### src/shared/coprocessor_irq_arbiter_defines.svh
// ---------------------------------------------------------------
// constants of the coprocessor request arbiter
// ---------------------------------------------------------------
// holds register offset, field positions and reset value as macros
// assumes inclusion by bare name from the design
`ifndef COPROCESSOR_IRQ_ARBITER_DEFINES_SVH
`define COPROCESSOR_IRQ_ARBITER_DEFINES_SVH

// byte offset of the control register
`define CTRL_OFFSET        12'h000
// field positions
`define CUR_PRIO_LSB       0
`define CUR_PRIO_MSB       7
`define ENABLE_BIT         8
`define PEND_PRIO_LSB      16
`define PEND_PRIO_MSB      23
`define ROUND_CNT_LSB      24
`define ROUND_CNT_MSB      25
`define SINGLE_CLK_BIT     26
// reset value of the whole register
`define CTRL_RESET         32'h0000_0000
// neutral value of an 8-bit priority
`define PRIO_NONE          8'h00
// full priority mask for four rounds
`define PRIO_FULL_MASK     8'hFF

`endif

### src/shared/coprocessor_irq_arbiter_pkg.sv
// ---------------------------------------------------------------
// types of the coprocessor request arbiter
// ---------------------------------------------------------------
// holds the register image layout and the arbiter states
`default_nettype none
package coprocessor_irq_arbiter_pkg;
	// register image in bit order, reserved fields read as zero
	typedef struct packed {
		logic [4:0] reserved_hi;
		logic       single_clock_round_select;
		logic [1:0] arbitration_round_count;
		logic [7:0] pending_request_priority;
		logic [6:0] reserved_lo;
		logic       global_request_enable;
		logic [7:0] current_coprocessor_priority;
	} control_reg_type;

	// arbiter sequence
	typedef enum logic [1:0] {
		ARB_IDLE,
		ARB_RUN,
		ARB_PENDING
	} arb_state_type;
endpackage
`default_nettype wire

### src/hw/coprocessor_irq_arbiter.sv
// ---------------------------------------------------------------
// coprocessor request arbiter with its control register
// ---------------------------------------------------------------
// single AHB-Lite slave, one clock, request nodes on the same clock
// the core drops its busy flag when a channel program ends
//
// The AHB-Lite interface to the registers and the placing of the registers were chosen for this implementation.
`include "coprocessor_irq_arbiter_defines.svh"
`timescale 1ns/1ps
`default_nettype none

module coprocessor_irq_arbiter
	import coprocessor_irq_arbiter_pkg::*;
#(
	parameter int NODES      = 8,  // number of request nodes
	parameter int ADDR_WIDTH = 12  // decoded address bits
) (
	input  wire logic                  hclk,                // system clock
	input  wire logic                  hresetn,             // async reset, low
	input  wire logic                  clk_en,              // freezes all state when low
	input  wire logic                  hsel,                // slave select
	input  wire logic [ADDR_WIDTH-1:0] haddr,               // byte address
	input  wire logic [1:0]            htrans,              // transfer type
	input  wire logic                  hwrite,              // write transfer
	input  wire logic [2:0]            hsize,               // transfer size
	input  wire logic [31:0]           hwdata,              // write data
	input  wire logic                  hready,              // bus ready in
	output logic                       hreadyout,           // slave ready
	output logic                       hresp,               // always okay
	output logic [31:0]                hrdata,              // read data
	input  wire logic [NODES-1:0]      node_request,        // node request levels
	input  wire logic [NODES*8-1:0]    node_priority,       // priorities, node 0 low
	output logic [NODES-1:0]           node_ack,            // one-cycle acknowledge
	input  wire logic                  core_enable_flag,    // core enable flag level
	input  wire logic                  core_busy,           // core servicing a request
	input  wire logic                  core_entry,          // channel program entered
	input  wire logic                  core_exit,           // channel program exited
	input  wire logic [7:0]            core_load_priority,  // priority loaded on entry/exit
	input  wire logic                  core_ack,            // core takes the offer
	output logic                       core_request,        // offer to the core
	output logic [7:0]                 core_request_priority // priority offered
);

	// ---------------------------------------------------------------
	// state
	// ---------------------------------------------------------------
	control_reg_type            ctrl;
	arb_state_type              state;
	logic [NODES-1:0]           cand;
	logic [NODES-1:0]           valid_prev;
	logic [1:0]                 pair_idx;
	logic                       phase;
	logic [$clog2(NODES)-1:0]   winner;
	logic                       wr_pend;
	logic [ADDR_WIDTH-1:0]      wr_addr;
	logic [7:0]                 pending_prio;
	logic [7:0]                 current_prio;
	logic                       enable_copy;
	logic [1:0]                 round_count;
	logic                       one_clock_round;

	// ---------------------------------------------------------------
	// request decode
	// ---------------------------------------------------------------
	logic [7:0]       prio_mask;
	logic [NODES-1:0] valid;
	logic [NODES-1:0] new_req;
	logic [NODES-1:0] keep;
	logic [7:0]       slices [NODES];
	logic [1:0]       slice_max;
	logic [7:0]       win_prio;
	logic             last_step;
	logic             offer;
	logic             take;
	logic             restart;
	logic [NODES-1:0] winner_onehot;
	logic [NODES-1:0] live;
	logic [NODES-1:0] next_cand;

	// mask of examined bits by round count
	assign prio_mask = `PRIO_FULL_MASK >> {ctrl.arbitration_round_count, 1'b0};

	// per-node validity and current slice
	genvar g;
	generate
		for (g = 0; g < NODES; g++) begin : g_node
			assign valid[g]  = node_request[g] &&
				((node_priority[g*8 +: 8] & prio_mask) != `PRIO_NONE);
			assign slices[g] = node_priority[g*8 +: 8] & prio_mask;
			assign keep[g]   = cand[g] &&
				(slices[g][{pair_idx, 1'b0} +: 2] == slice_max);
			assign winner_onehot[g] = (winner == ($clog2(NODES))'(g));
		end
	endgenerate

	assign new_req = valid & ~valid_prev;

	// a node acked last edge still shows its request for one cycle; keep it out
	assign live      = valid & ~node_ack;
	assign next_cand = take ? (live & ~winner_onehot) : live;

	// largest 2-bit slice among remaining candidates
	always_comb begin
		slice_max = 2'h0;
		for (int i = 0; i < NODES; i++) begin
			if (cand[i] && slices[i][{pair_idx, 1'b0} +: 2] > slice_max) begin
				slice_max = slices[i][{pair_idx, 1'b0} +: 2];
			end
		end
	end

	// lowest-numbered survivor of the last round wins ties
	logic [$clog2(NODES)-1:0] next_winner;
	logic                     next_found;
	always_comb begin
		next_winner = '0;
		next_found  = 1'b0;
		for (int i = NODES - 1; i >= 0; i--) begin
			if (keep[i]) begin
				next_winner = i[$clog2(NODES)-1:0];
				next_found  = 1'b1;
			end
		end
	end
	assign win_prio = slices[next_winner];

	// end of the last round: pair zero, final clock of the round
	assign last_step = (state == ARB_RUN) && (pair_idx == 2'h0) &&
		(phase || ctrl.single_clock_round_select);

	// offer to the core and its acceptance
	assign offer = (state == ARB_PENDING) && !core_busy && ctrl.global_request_enable &&
		(ctrl.pending_request_priority > ctrl.current_coprocessor_priority);
	assign take    = offer && core_ack;
	assign restart = (|new_req) || take;

	assign core_request          = offer;
	assign core_request_priority = ctrl.pending_request_priority;

	// ---------------------------------------------------------------
	// arbitration sequence
	// ---------------------------------------------------------------
	// request history for new-request detection
	always_ff @(posedge hclk or negedge hresetn) begin
		if (!hresetn) begin
			valid_prev <= '0;
		end else if (clk_en) begin
			valid_prev <= valid;
		end
	end

	// state, candidates, round pointer and clock phase
	always_ff @(posedge hclk or negedge hresetn) begin
		if (!hresetn) begin
			state    <= ARB_IDLE;
			cand     <= '0;
			pair_idx <= 2'h0;
			phase    <= 1'b0;
		end else if (clk_en) begin
			if (restart || (state == ARB_IDLE && |live)) begin
				// an acked node is left out while it drops its request
				cand     <= next_cand;
				pair_idx <= 2'h3 - ctrl.arbitration_round_count;
				phase    <= 1'b0;
				state    <= (next_cand != '0) ? ARB_RUN : ARB_IDLE;
			end else if (state == ARB_RUN) begin
				if (phase || ctrl.single_clock_round_select) begin
					cand     <= keep;
					phase    <= 1'b0;
					pair_idx <= pair_idx - 2'h1;
					if (pair_idx == 2'h0) begin
						state <= next_found ? ARB_PENDING : ARB_IDLE;
					end
				end else begin
					phase <= 1'b1;
				end
			end else if (state == ARB_PENDING && !valid[winner]) begin
				state <= ARB_IDLE; // winner withdrew its request
			end
		end
	end

	// remembered winner
	always_ff @(posedge hclk or negedge hresetn) begin
		if (!hresetn) begin
			winner <= '0;
		end else if (clk_en && last_step && !restart) begin
			winner <= next_winner;
		end
	end

	// acknowledge back to the winning node
	always_ff @(posedge hclk or negedge hresetn) begin
		if (!hresetn) begin
			node_ack <= '0;
		end else if (clk_en) begin
			node_ack <= take ? winner_onehot : '0;
		end
	end

	// ---------------------------------------------------------------
	// control register
	// ---------------------------------------------------------------
	logic sw_write;
	assign sw_write = wr_pend && (wr_addr == `CTRL_OFFSET);

	// pending priority: cleared on restart, loaded at the end, hardware only
	always_ff @(posedge hclk or negedge hresetn) begin
		if (!hresetn) begin
			pending_prio <= `PRIO_NONE;
		end else if (clk_en) begin
			if (restart) begin
				pending_prio <= `PRIO_NONE;
			end else if (last_step) begin
				pending_prio <= next_found ? win_prio : `PRIO_NONE;
			end else if (state == ARB_PENDING && !valid[winner]) begin
				pending_prio <= `PRIO_NONE;
			end
		end
	end

	// current priority: hardware load wins over software write
	always_ff @(posedge hclk or negedge hresetn) begin
		if (!hresetn) begin
			current_prio <= `PRIO_NONE;
		end else if (clk_en) begin
			if (core_entry || core_exit) begin
				current_prio <= core_load_priority;
			end else if (sw_write) begin
				current_prio <= hwdata[`CUR_PRIO_MSB:`CUR_PRIO_LSB];
			end
		end
	end

	// global enable mirrors the core flag
	always_ff @(posedge hclk or negedge hresetn) begin
		if (!hresetn) begin
			enable_copy <= 1'b0;
		end else if (clk_en) begin
			enable_copy <= core_enable_flag;
		end
	end

	// software-only arbitration controls
	always_ff @(posedge hclk or negedge hresetn) begin
		if (!hresetn) begin
			round_count     <= 2'h0;
			one_clock_round <= 1'b0;
		end else if (clk_en && sw_write) begin
			round_count     <= hwdata[`ROUND_CNT_MSB:`ROUND_CNT_LSB];
			one_clock_round <= hwdata[`SINGLE_CLK_BIT];
		end
	end

	// register image from the field flops, reserved fields constant zero
	assign ctrl = {5'h00, one_clock_round, round_count, pending_prio, 7'h00, enable_copy,
		current_prio};

	// ---------------------------------------------------------------
	// AHB-Lite slave
	// ---------------------------------------------------------------
	logic addr_phase;
	assign addr_phase = hsel && hready && htrans[1];
	assign hreadyout  = 1'b1;
	assign hresp      = 1'b0;

	// write address phase held for the data phase
	always_ff @(posedge hclk or negedge hresetn) begin
		if (!hresetn) begin
			wr_pend <= 1'b0;
			wr_addr <= '0;
		end else if (clk_en) begin
			wr_pend <= addr_phase && hwrite;
			wr_addr <= haddr;
		end
	end

	// read data captured at the address phase; unmapped reads zero
	always_ff @(posedge hclk or negedge hresetn) begin
		if (!hresetn) begin
			hrdata <= 32'h0000_0000;
		end else if (clk_en && addr_phase && !hwrite) begin
			if (haddr == `CTRL_OFFSET) begin
				hrdata <= ctrl;
			end else begin
				hrdata <= 32'h0000_0000;
			end
		end
	end

endmodule // coprocessor_irq_arbiter

`default_nettype wire

### config.mk
export PLATFORM = sky130hd
export DESIGN_NAME = coprocessor_irq_arbiter
export DESIGN_NICKNAME = d
export VERILOG_FILES = /design/src/shared/coprocessor_irq_arbiter_pkg.sv /design/src/hw/coprocessor_irq_arbiter.sv
export VERILOG_INCLUDE_DIRS = /design/src /design/src/shared
export SDC_FILE = /design/constraint.sdc
export NUM_CORES = 1
export LEC_CHECK = 0
export BUFFER_PORTS_ARGS = -buffer_cell sky130_fd_sc_hd__buf_2
export CORE_MARGIN = 2
export CORE_UTILIZATION = 47
export CTS_CLUSTER_SIZE = 25
export DETAILED_ROUTE_END_ITERATION = 10
export PLACE_DENSITY_LB_ADDON = 0.2
export SLEW_MARGIN = 5
export SYNTH_ARGS = -nofsm -noshare
export SYNTH_HDL_FRONTEND = slang
export SYNTH_SLANG_ARGS = --single-unit
### constraint.sdc
create_clock -name hclk -period 14 [get_ports hclk]
set_input_delay 0.7 -clock hclk [delete_from_list [all_inputs] [get_ports hclk]]
set_output_delay 0.7 -clock hclk [all_outputs]
set_load 0.01 [all_outputs]
==> results of run 1 <==
==> power groups by stage <==
stage | combinational [uW] | clock, uW | sequential (uW)
2_1_floorplan | 697 | 0 | 276
3_3_place_gp | 841 | 0 | 284
3_5_place_dp | 848 | 0 | 284
4_1_cts | 853 | 232 | 279
5_1_grt | 948 | 242 | 282
6_report | 881 | 226 | 280
==> worst min-delay path by stage <==
stage | start | slack, ns | to
final | hresetn | 0.30 | hrdata[5]
after global routing | hresetn | 0.33 | hrdata[5]
after CTS | hresetn | 0.31 | hrdata[5]
after detailed placement | hrdata[21] | 0.49 | hrdata[21]
after global placement | hrdata[6] | 0.48 | hrdata[6]
after floorplan | hresetn | 0.40 | cand[0]
==> cells in the final DEF, fill, tap and decap left out, types with 21 or more instances in the layout <==
master   Yosys  layout
mux2_2      29      29
o21ai_0     31      31
nor3_1      21      21
a21oi_1     32      32
nor2_1      61      61
inv_1       36      36
mux2i_1     32      32
nand2_1     57      57
buf_2        6     150
dfrtp_1     85      85
a22o_1      22      22
nand3_1     32      32
o22ai_1     24      24
==> critical path, delay by kind of cell, from the launching register on <==
kind,cells,cell delay (ns)
buffers and inverters,2,0.71
AOI/OAI and AO/OA,17,3.86
DFF,1,0.36
muxes,2,0.79
adders and majority gates,4,1.20
and+or+nand+nor,10,2.05
==> stage by stage <==
| step | utilization (%) | cell area, sq um | hold slack, ns |
|---|---|---|---|
| after global placement | 53.3 | 7660 | 0.482 |
| final | 55.3 | 7940 | 0.301 |
| after CTS | 55.3 | 7940 | 0.309 |
| after detailed placement | 53.3 | 7660 | 0.488 |
| after global routing | 55.3 | 7940 | 0.332 |
| after floorplan | - | 6880 | 0.404 |
==> routing by layer <==
metal	vias to the layer above	track usage [%]	share of wire (%)
met1	3207	38.0	43
li1	3149	-	-
met2	317	42.9	45
met4	0	7.80	2.6
met3	43	6.06	9.2
met5	-	0	0
==> cells by family (layout without fill, tap and decap cells) <==
group | after synthesis | count (layout) | share of synthesized area (%)
fa+ha+maj | 16 | 16 | 2.93
simple gates | 237 | 237 | 17.4
flops | 85 | 85 | 31.1
buf+inv | 89 | 219 | 6.81
xor+xnor | 4 | 4 | 0.513
mux | 72 | 72 | 11.8
other cells | 2 | 14 | 0.110
compound gates | 254 | 254 | 29.3
==> registers in the layout, summed over array words and instances, names as in the netlist, 3 cells and up <==
signal                 flops
valid_prev                 8
core_request_priority      8
winner                     3
cand                       8
wr_addr                   12
hrdata                    20
node_ack                   8
current_prio               8
==> area by class of cell <==
| cell class | instances | area (sq um) |
|---|---|---|
| multi-input combinational | 597 | 4300 |
| tap | 184 | 230 |
| clock inverter | 7 | 57.6 |
| sequential | 85 | 2130 |
| timing repair buffer | 165 | 863 |
| inverter | 38 | 143 |
| fill | 1357 | 6420 |
| clock buffer | 9 | 225 |
==> summary.txt, run 1 <==
Synthesis
  – #FFs+latches synth: 85
  – Synth area leaders: dfrtp_1, mux2_2, mux2i_1
  – Number of flops mapped to enable cells by yosys: 0
  – Post-Syn Instances: 759
  – Ys async rst share: 100%
  – Most common library cells after synthesis: dfrtp_1, nor2_1, nand2_1
  – Syn avg cell area: 9.00 sq um
  – Yosys warning count: 0
  – Yosys top cell area share: 31.1%
  – Most common flop cell mapped by yosys: dfrtp_1
  – Synth area leader: dfrtp_1
  – Post-synthesis sequential area ratio: 31.1%
  – Post-Syn Area: 0.00683 sq mm
  – Post-synth cell types: 87
  – Most frequent cell after synthesis: dfrtp_1

STA
  – Final setup viols: 0
  – Hold Fails Final Rpt: 0
  – Clk_skew: 0.0142 ns
  – Slew headroom: 31.4%
  – RSZ-0062 raised after global routing: false
  – Worst Setup Slack, final: 4.84 ns
  – Setup TNS: 0 ns
  – Period utilization: 65.4%
  – Max Freq: 109 MHz
  – Post-layout min period: 9.16 ns
  – Max Slew Vio Count: 0
  – Slew @ Worst Pin: 1.02 ns

Clock network
  – Cts repair resizes: 0
  – Clk_lat worst skew: 0.34 ns
  – Root buf cell: clkbuf_16
  – Max clock buf depth: 2
  – Cts bufs inserted: 9
  – Hold_buf cts: 0
  – CTS tree: yes
  – H-tree depth: 3
  – Clock transition at path regs: 0.07 ns
  – TritonCTS Sinks: 85
  – Post-CTS Setup Inserts: 0

Status
  – Status: completed

Global routing
  – Largest net degree at the start of global routing: 51
  – Number of global-route vias before repair: 6,236
  – First-pass GRT wire length: 34,100 um
  – Antenna violations before repair: 0
  – Global Route Usage Sum: 27.3%
  – GRT Residual Overflow: 0

Worst hold path
  – Hold Path Class: in -> async

Critical path
  – RR Startpoint: pair_idx[0]
  – Critical path arrival: 9.35 ns
  – WS Path Type: reg -> reg
  – CP startpoint: pair_idx[0]
  – Max FO, Critical Path: 33
  – Startpoint Class: flip-flop
  – CP required: 14.19 ns
  – CP endpoint kind: flip-flop
  – Crit path to: core_request_priority[6]
  – Reg2reg path depth: 35
  – Largest stage delay on the critical path: 0.50 ns
  – Flop-to-flop setup slack: 4.84 ns
  – Slowest stage cell, crit path: inv_2
  – Worst R2R End: core_request_priority[6]

Power
  – Clk pwr share: 16.3%
  – NetSw: 675 uW
  – Max rail drop VDD: 0.116 mV
  – Cell Int Power: 713 uW
  – Power density cells: 175 mW/mm^2
  – Sequential share of power: 20.2%
  – Total leakage power: 0.00373 uW
  – Tot Pwr: 1390 uW
  – Sw Share: 48.6%
  – Share of power burned in combinational logic: 63.5%

Placement
  – Worst slack, placed: 5.08 ns
  – Placer Congestion: 1.00
  – # placed instances: 1,069
  – Hpwl dp: 16,800 um
  – # port buffers: 151

Floorplan
  – Die Footprint: 0.0155 sq mm
  – Core Box Area: 0.0144 sq mm
  – Die height: 125 um
  – Initial Util: 47.6%
  – Boundary Pins: 191
  – Rows: 44
  – Die width: 125 um

Layout
  – ANT cells: 0
  – Final Instance Count excl. Fillers: 1,085
  – Layout cells sized above 1: 28.7%
  – Area grow syn2layout: 16.3%
  – Nets: 1,052

Routing
  – Avg WL per Cell: 20.1 um
  – Post-DRT Antenna Nets: 0
  – Via count: 6,716
  – Pre-antenna DRT Iters: 5
  – Number of DRC markers in iteration 0: 539
  – Vias per cell: 6.19
  – # DRC: 0
  – Total Routed Length: 21,800 um

Run
  – Max-Cap Viols: 0
Note: power is estimated with default switching activity, not from simulation.
==> run 2: changes to the inputs <==
clock period = 8.4 ns   (was 14 ns; I/O delays follow)
==> run 2 against run 1 <==
  * Setup slack got worse by 4.3 ns
  * Total power is 84% higher
  * Final cell count up 2.2%
  * Critical path depth is 2 higher
  * Sequential power is 68% higher
  * Critical endpoint is now core_request_priority[0]
  * Largest power group unchanged
==> summary.txt, run 2 (synthesis gave the netlist of run 1 again) <==
Power
  – Share of power burned in combinational logic: 65.9% (+2.4 points)
  – Total leakage power: 0.00386 uW (+3.7%)
  – Max rail drop VDD: 0.214 mV (+84%)
  – NetSw: 1170 uW (+74%)
  – Clk pwr share: 15.7% (-0.6 points)
  – Power density cells: 310 mW/mm^2 (+77%)
  – Cell Int Power: 1380 uW (+94%)
  – Sequential share of power: 18.4% (-1.8 points)
  – Sw Share: 45.9% (-2.7 points)

Clock network
  – TritonCTS Sinks: 85 (unchanged)
  – CTS tree: yes
  – Clk_lat worst skew: 0.34 ns (about the same)
  – Clock transition at path regs: 0.07 ns (about the same)
  – Cts bufs inserted: 9 (unchanged)
  – Root buf cell: clkbuf_16
  – Max clock buf depth: 2 (unchanged)
  – Hold_buf cts: 0 (unchanged)
  – H-tree depth: 3 (unchanged)

Layout
  – Max FFs per register: 20 (unchanged)
  – Design area: 0.00823 sq mm (+3.6%)
  – Largest registers: hrdata x20, wr_addr x12
  – Layout cells sized above 1: 31.8% (+3.0 points)
  – ANT cells: 0 (unchanged)
  – Area grow syn2layout: 20.4%
  – Final Instance Count excl. Fillers: 1,109 (+2.2%)
  – Nets: 1,077 (+2.4%)
  – Most frequent cells in the layout: buf_2, dfrtp_1, nor2_1
  – Most common cell after layout, fill and taps aside: buf_2
  – Reg with most FFs: hrdata

Routing
  – Total Routed Length: 22,100 um (+1.5%)
  – Via count: 6,804 (+1.3%)
  – Post-DRT Antenna Nets: 0 (unchanged)
  – Vias per cell: 6.14 (-0.88%)
  – Number of DRC markers in iteration 0: 678 (+26%)
  – Pre-antenna DRT Iters: 5 (unchanged)
  – # DRC: 0 (unchanged)
  – Avg WL per Cell: 20.0 um (-0.69%)

STA
  – Slew @ Worst Pin: 1.24 ns (+0.217 ns)
  – Setup TNS: 0 ns (unchanged)
  – Max Slew Vio Count: 0 (unchanged)
  – Final setup viols: 0 (unchanged)
  – Period utilization: 93.8% (+28 points)
  – Max Freq: 127 MHz (+16%)
  – Post-layout min period: 7.88 ns (-1.28 ns)
  – Hold Fails Final Rpt: 0 (unchanged)
  – Slew headroom: 17.1% (-14 points)
  – Clk_skew: 0.00851 ns (-0.00572 ns)

Global routing
  – Largest net degree at the start of global routing: 86 (+69%)
  – First-pass GRT wire length: 34,900 um (+2.2%)
  – GRT Residual Overflow: 0 (unchanged)
  – Antenna violations before repair: 0 (unchanged)
  – Global Route Usage Sum: 27.7% (+0.40 points)
  – Number of global-route vias before repair: 6,387 (+2.4%)

Critical path
  – Max FO, Critical Path: 10 (-70%)
  – RR Startpoint: round_count[0]
  – Slowest stage cell, crit path: dfrtp_1
  – CP required: 8.65 ns (-5.54 ns)
  – Worst R2R End: core_request_priority[0]
  – Flop-to-flop setup slack: 0.52 ns (-4.32 ns)
  – Reg2reg path depth: 37 (+5.7%)
  – CP startpoint: round_count[0]
  – Critical path arrival: 8.12 ns (-1.23 ns)
  – Largest stage delay on the critical path: 0.51 ns (about the same)
  – CP endpoint kind: flip-flop
  – Startpoint Class: flip-flop
  – WS Path Type: reg -> reg

Floorplan
  – Die width: 125 um (unchanged)
  – Die Footprint: 0.0155 sq mm (unchanged)
  – Rows: 44 (unchanged)
  – Die height: 125 um (unchanged)
  – Core Box Area: 0.0144 sq mm (unchanged)
  – Initial Util: 47.6% (unchanged)
  – Boundary Pins: 191 (unchanged)

Placement
  – Hpwl dp: 17,100 um (+2.4%)
  – # port buffers: 151 (unchanged)
  – # placed instances: 1,082 (+1.2%)
  – Placer Congestion: 0.989 (-1.5%)
  – Placed inst area: 0.00776 sq mm (+1.3%)

Worst hold path
  – Hold Path Class: in -> async

Status
  – Status: completed

Run
  – Max-Cap Viols: 0 (unchanged)
run 2: changes by cell type in the layout (fill, tap and decap cells not counted), moves of 2 or more:
cell      change
a211oi_1      -2
a211oi_2      +2
buf_4        +25
mux2i_2       -2
mux2i_4       +2
o21ai_0       -2
o21ai_1       +2
run 2: worst max-delay path by stage:
stage                                    end  cells after the start
finish              core_request_priority[0]                     37
floorplan           core_request_priority[7]                     37
CTS                 core_request_priority[2]                     35
detailed placement  core_request_priority[2]                     35
global route        core_request_priority[1]                     37
global placement    core_request_priority[5]                     35
run 2: through the flow:
stage	power, uW	hold slack (ns)	util, %	setup slack (ns)
final	2550	0.273	57.3	0.522
after global routing	2700	0.316	57.3	-0.0361
after CTS	2360	0.311	56.1	0.151
after detailed placement	1950	0.489	54.0	0.205
after global placement	1950	0.482	54.0	0.297
after floorplan	1620	0.124	-	1.22
run 2: final cells by class:
| type | count | area, sq um |
|---|---|---|
| clock buffer | 9 | 225 |
| clock inverter | 6 | 72.6 |
| fill | 1334 | 6140 |
| inverter | 38 | 145 |
| multi-input combinational | 597 | 4380 |
| sequential | 85 | 2130 |
| tap | 184 | 230 |
| timing repair buffer | 190 | 1050 |
run 2: layer usage:
layer / global-route usage (%) / share of wire [%] / wire length, um / vias to the layer above
met5: 0 / 0 / 0 / -
met4: 8.33 / 2.7 / 592 / 0
met3: 3.44 / 7.2 / 1580 / 53
met2: 43.7 / 46 / 10100 / 306
met1: 40.0 / 45 / 9870 / 3257
li1: - / - / - / 3188
run 2: what timing repair did:
| item | CTS | global route |
|---|---|---|
| setup buffers | 0 | 12 |
| resized for setup | 0 | 19 |
| setup endpoints to repair | 0 | 11 |
run 2: critical path: cells and delay by family, from the launching register on:
family                     cells  cell delay [ns]
AOI/OAI and AO/OA             17             3.46
and+or+nand+nor               11             1.77
adders and majority gates      4             1.13
buffers and inverters          3             0.53
DFF                            1             0.51
muxes                          2             0.38
run 2: power by group through the flow:
stage,combinational [uW],sequential (uW),clock (uW)
4_1_cts,1480,467,405
6_report,1680,469,401
3_3_place_gp,1470,474,0
5_1_grt,1800,472,428
3_5_place_dp,1480,475,0
2_1_floorplan,1160,461,0
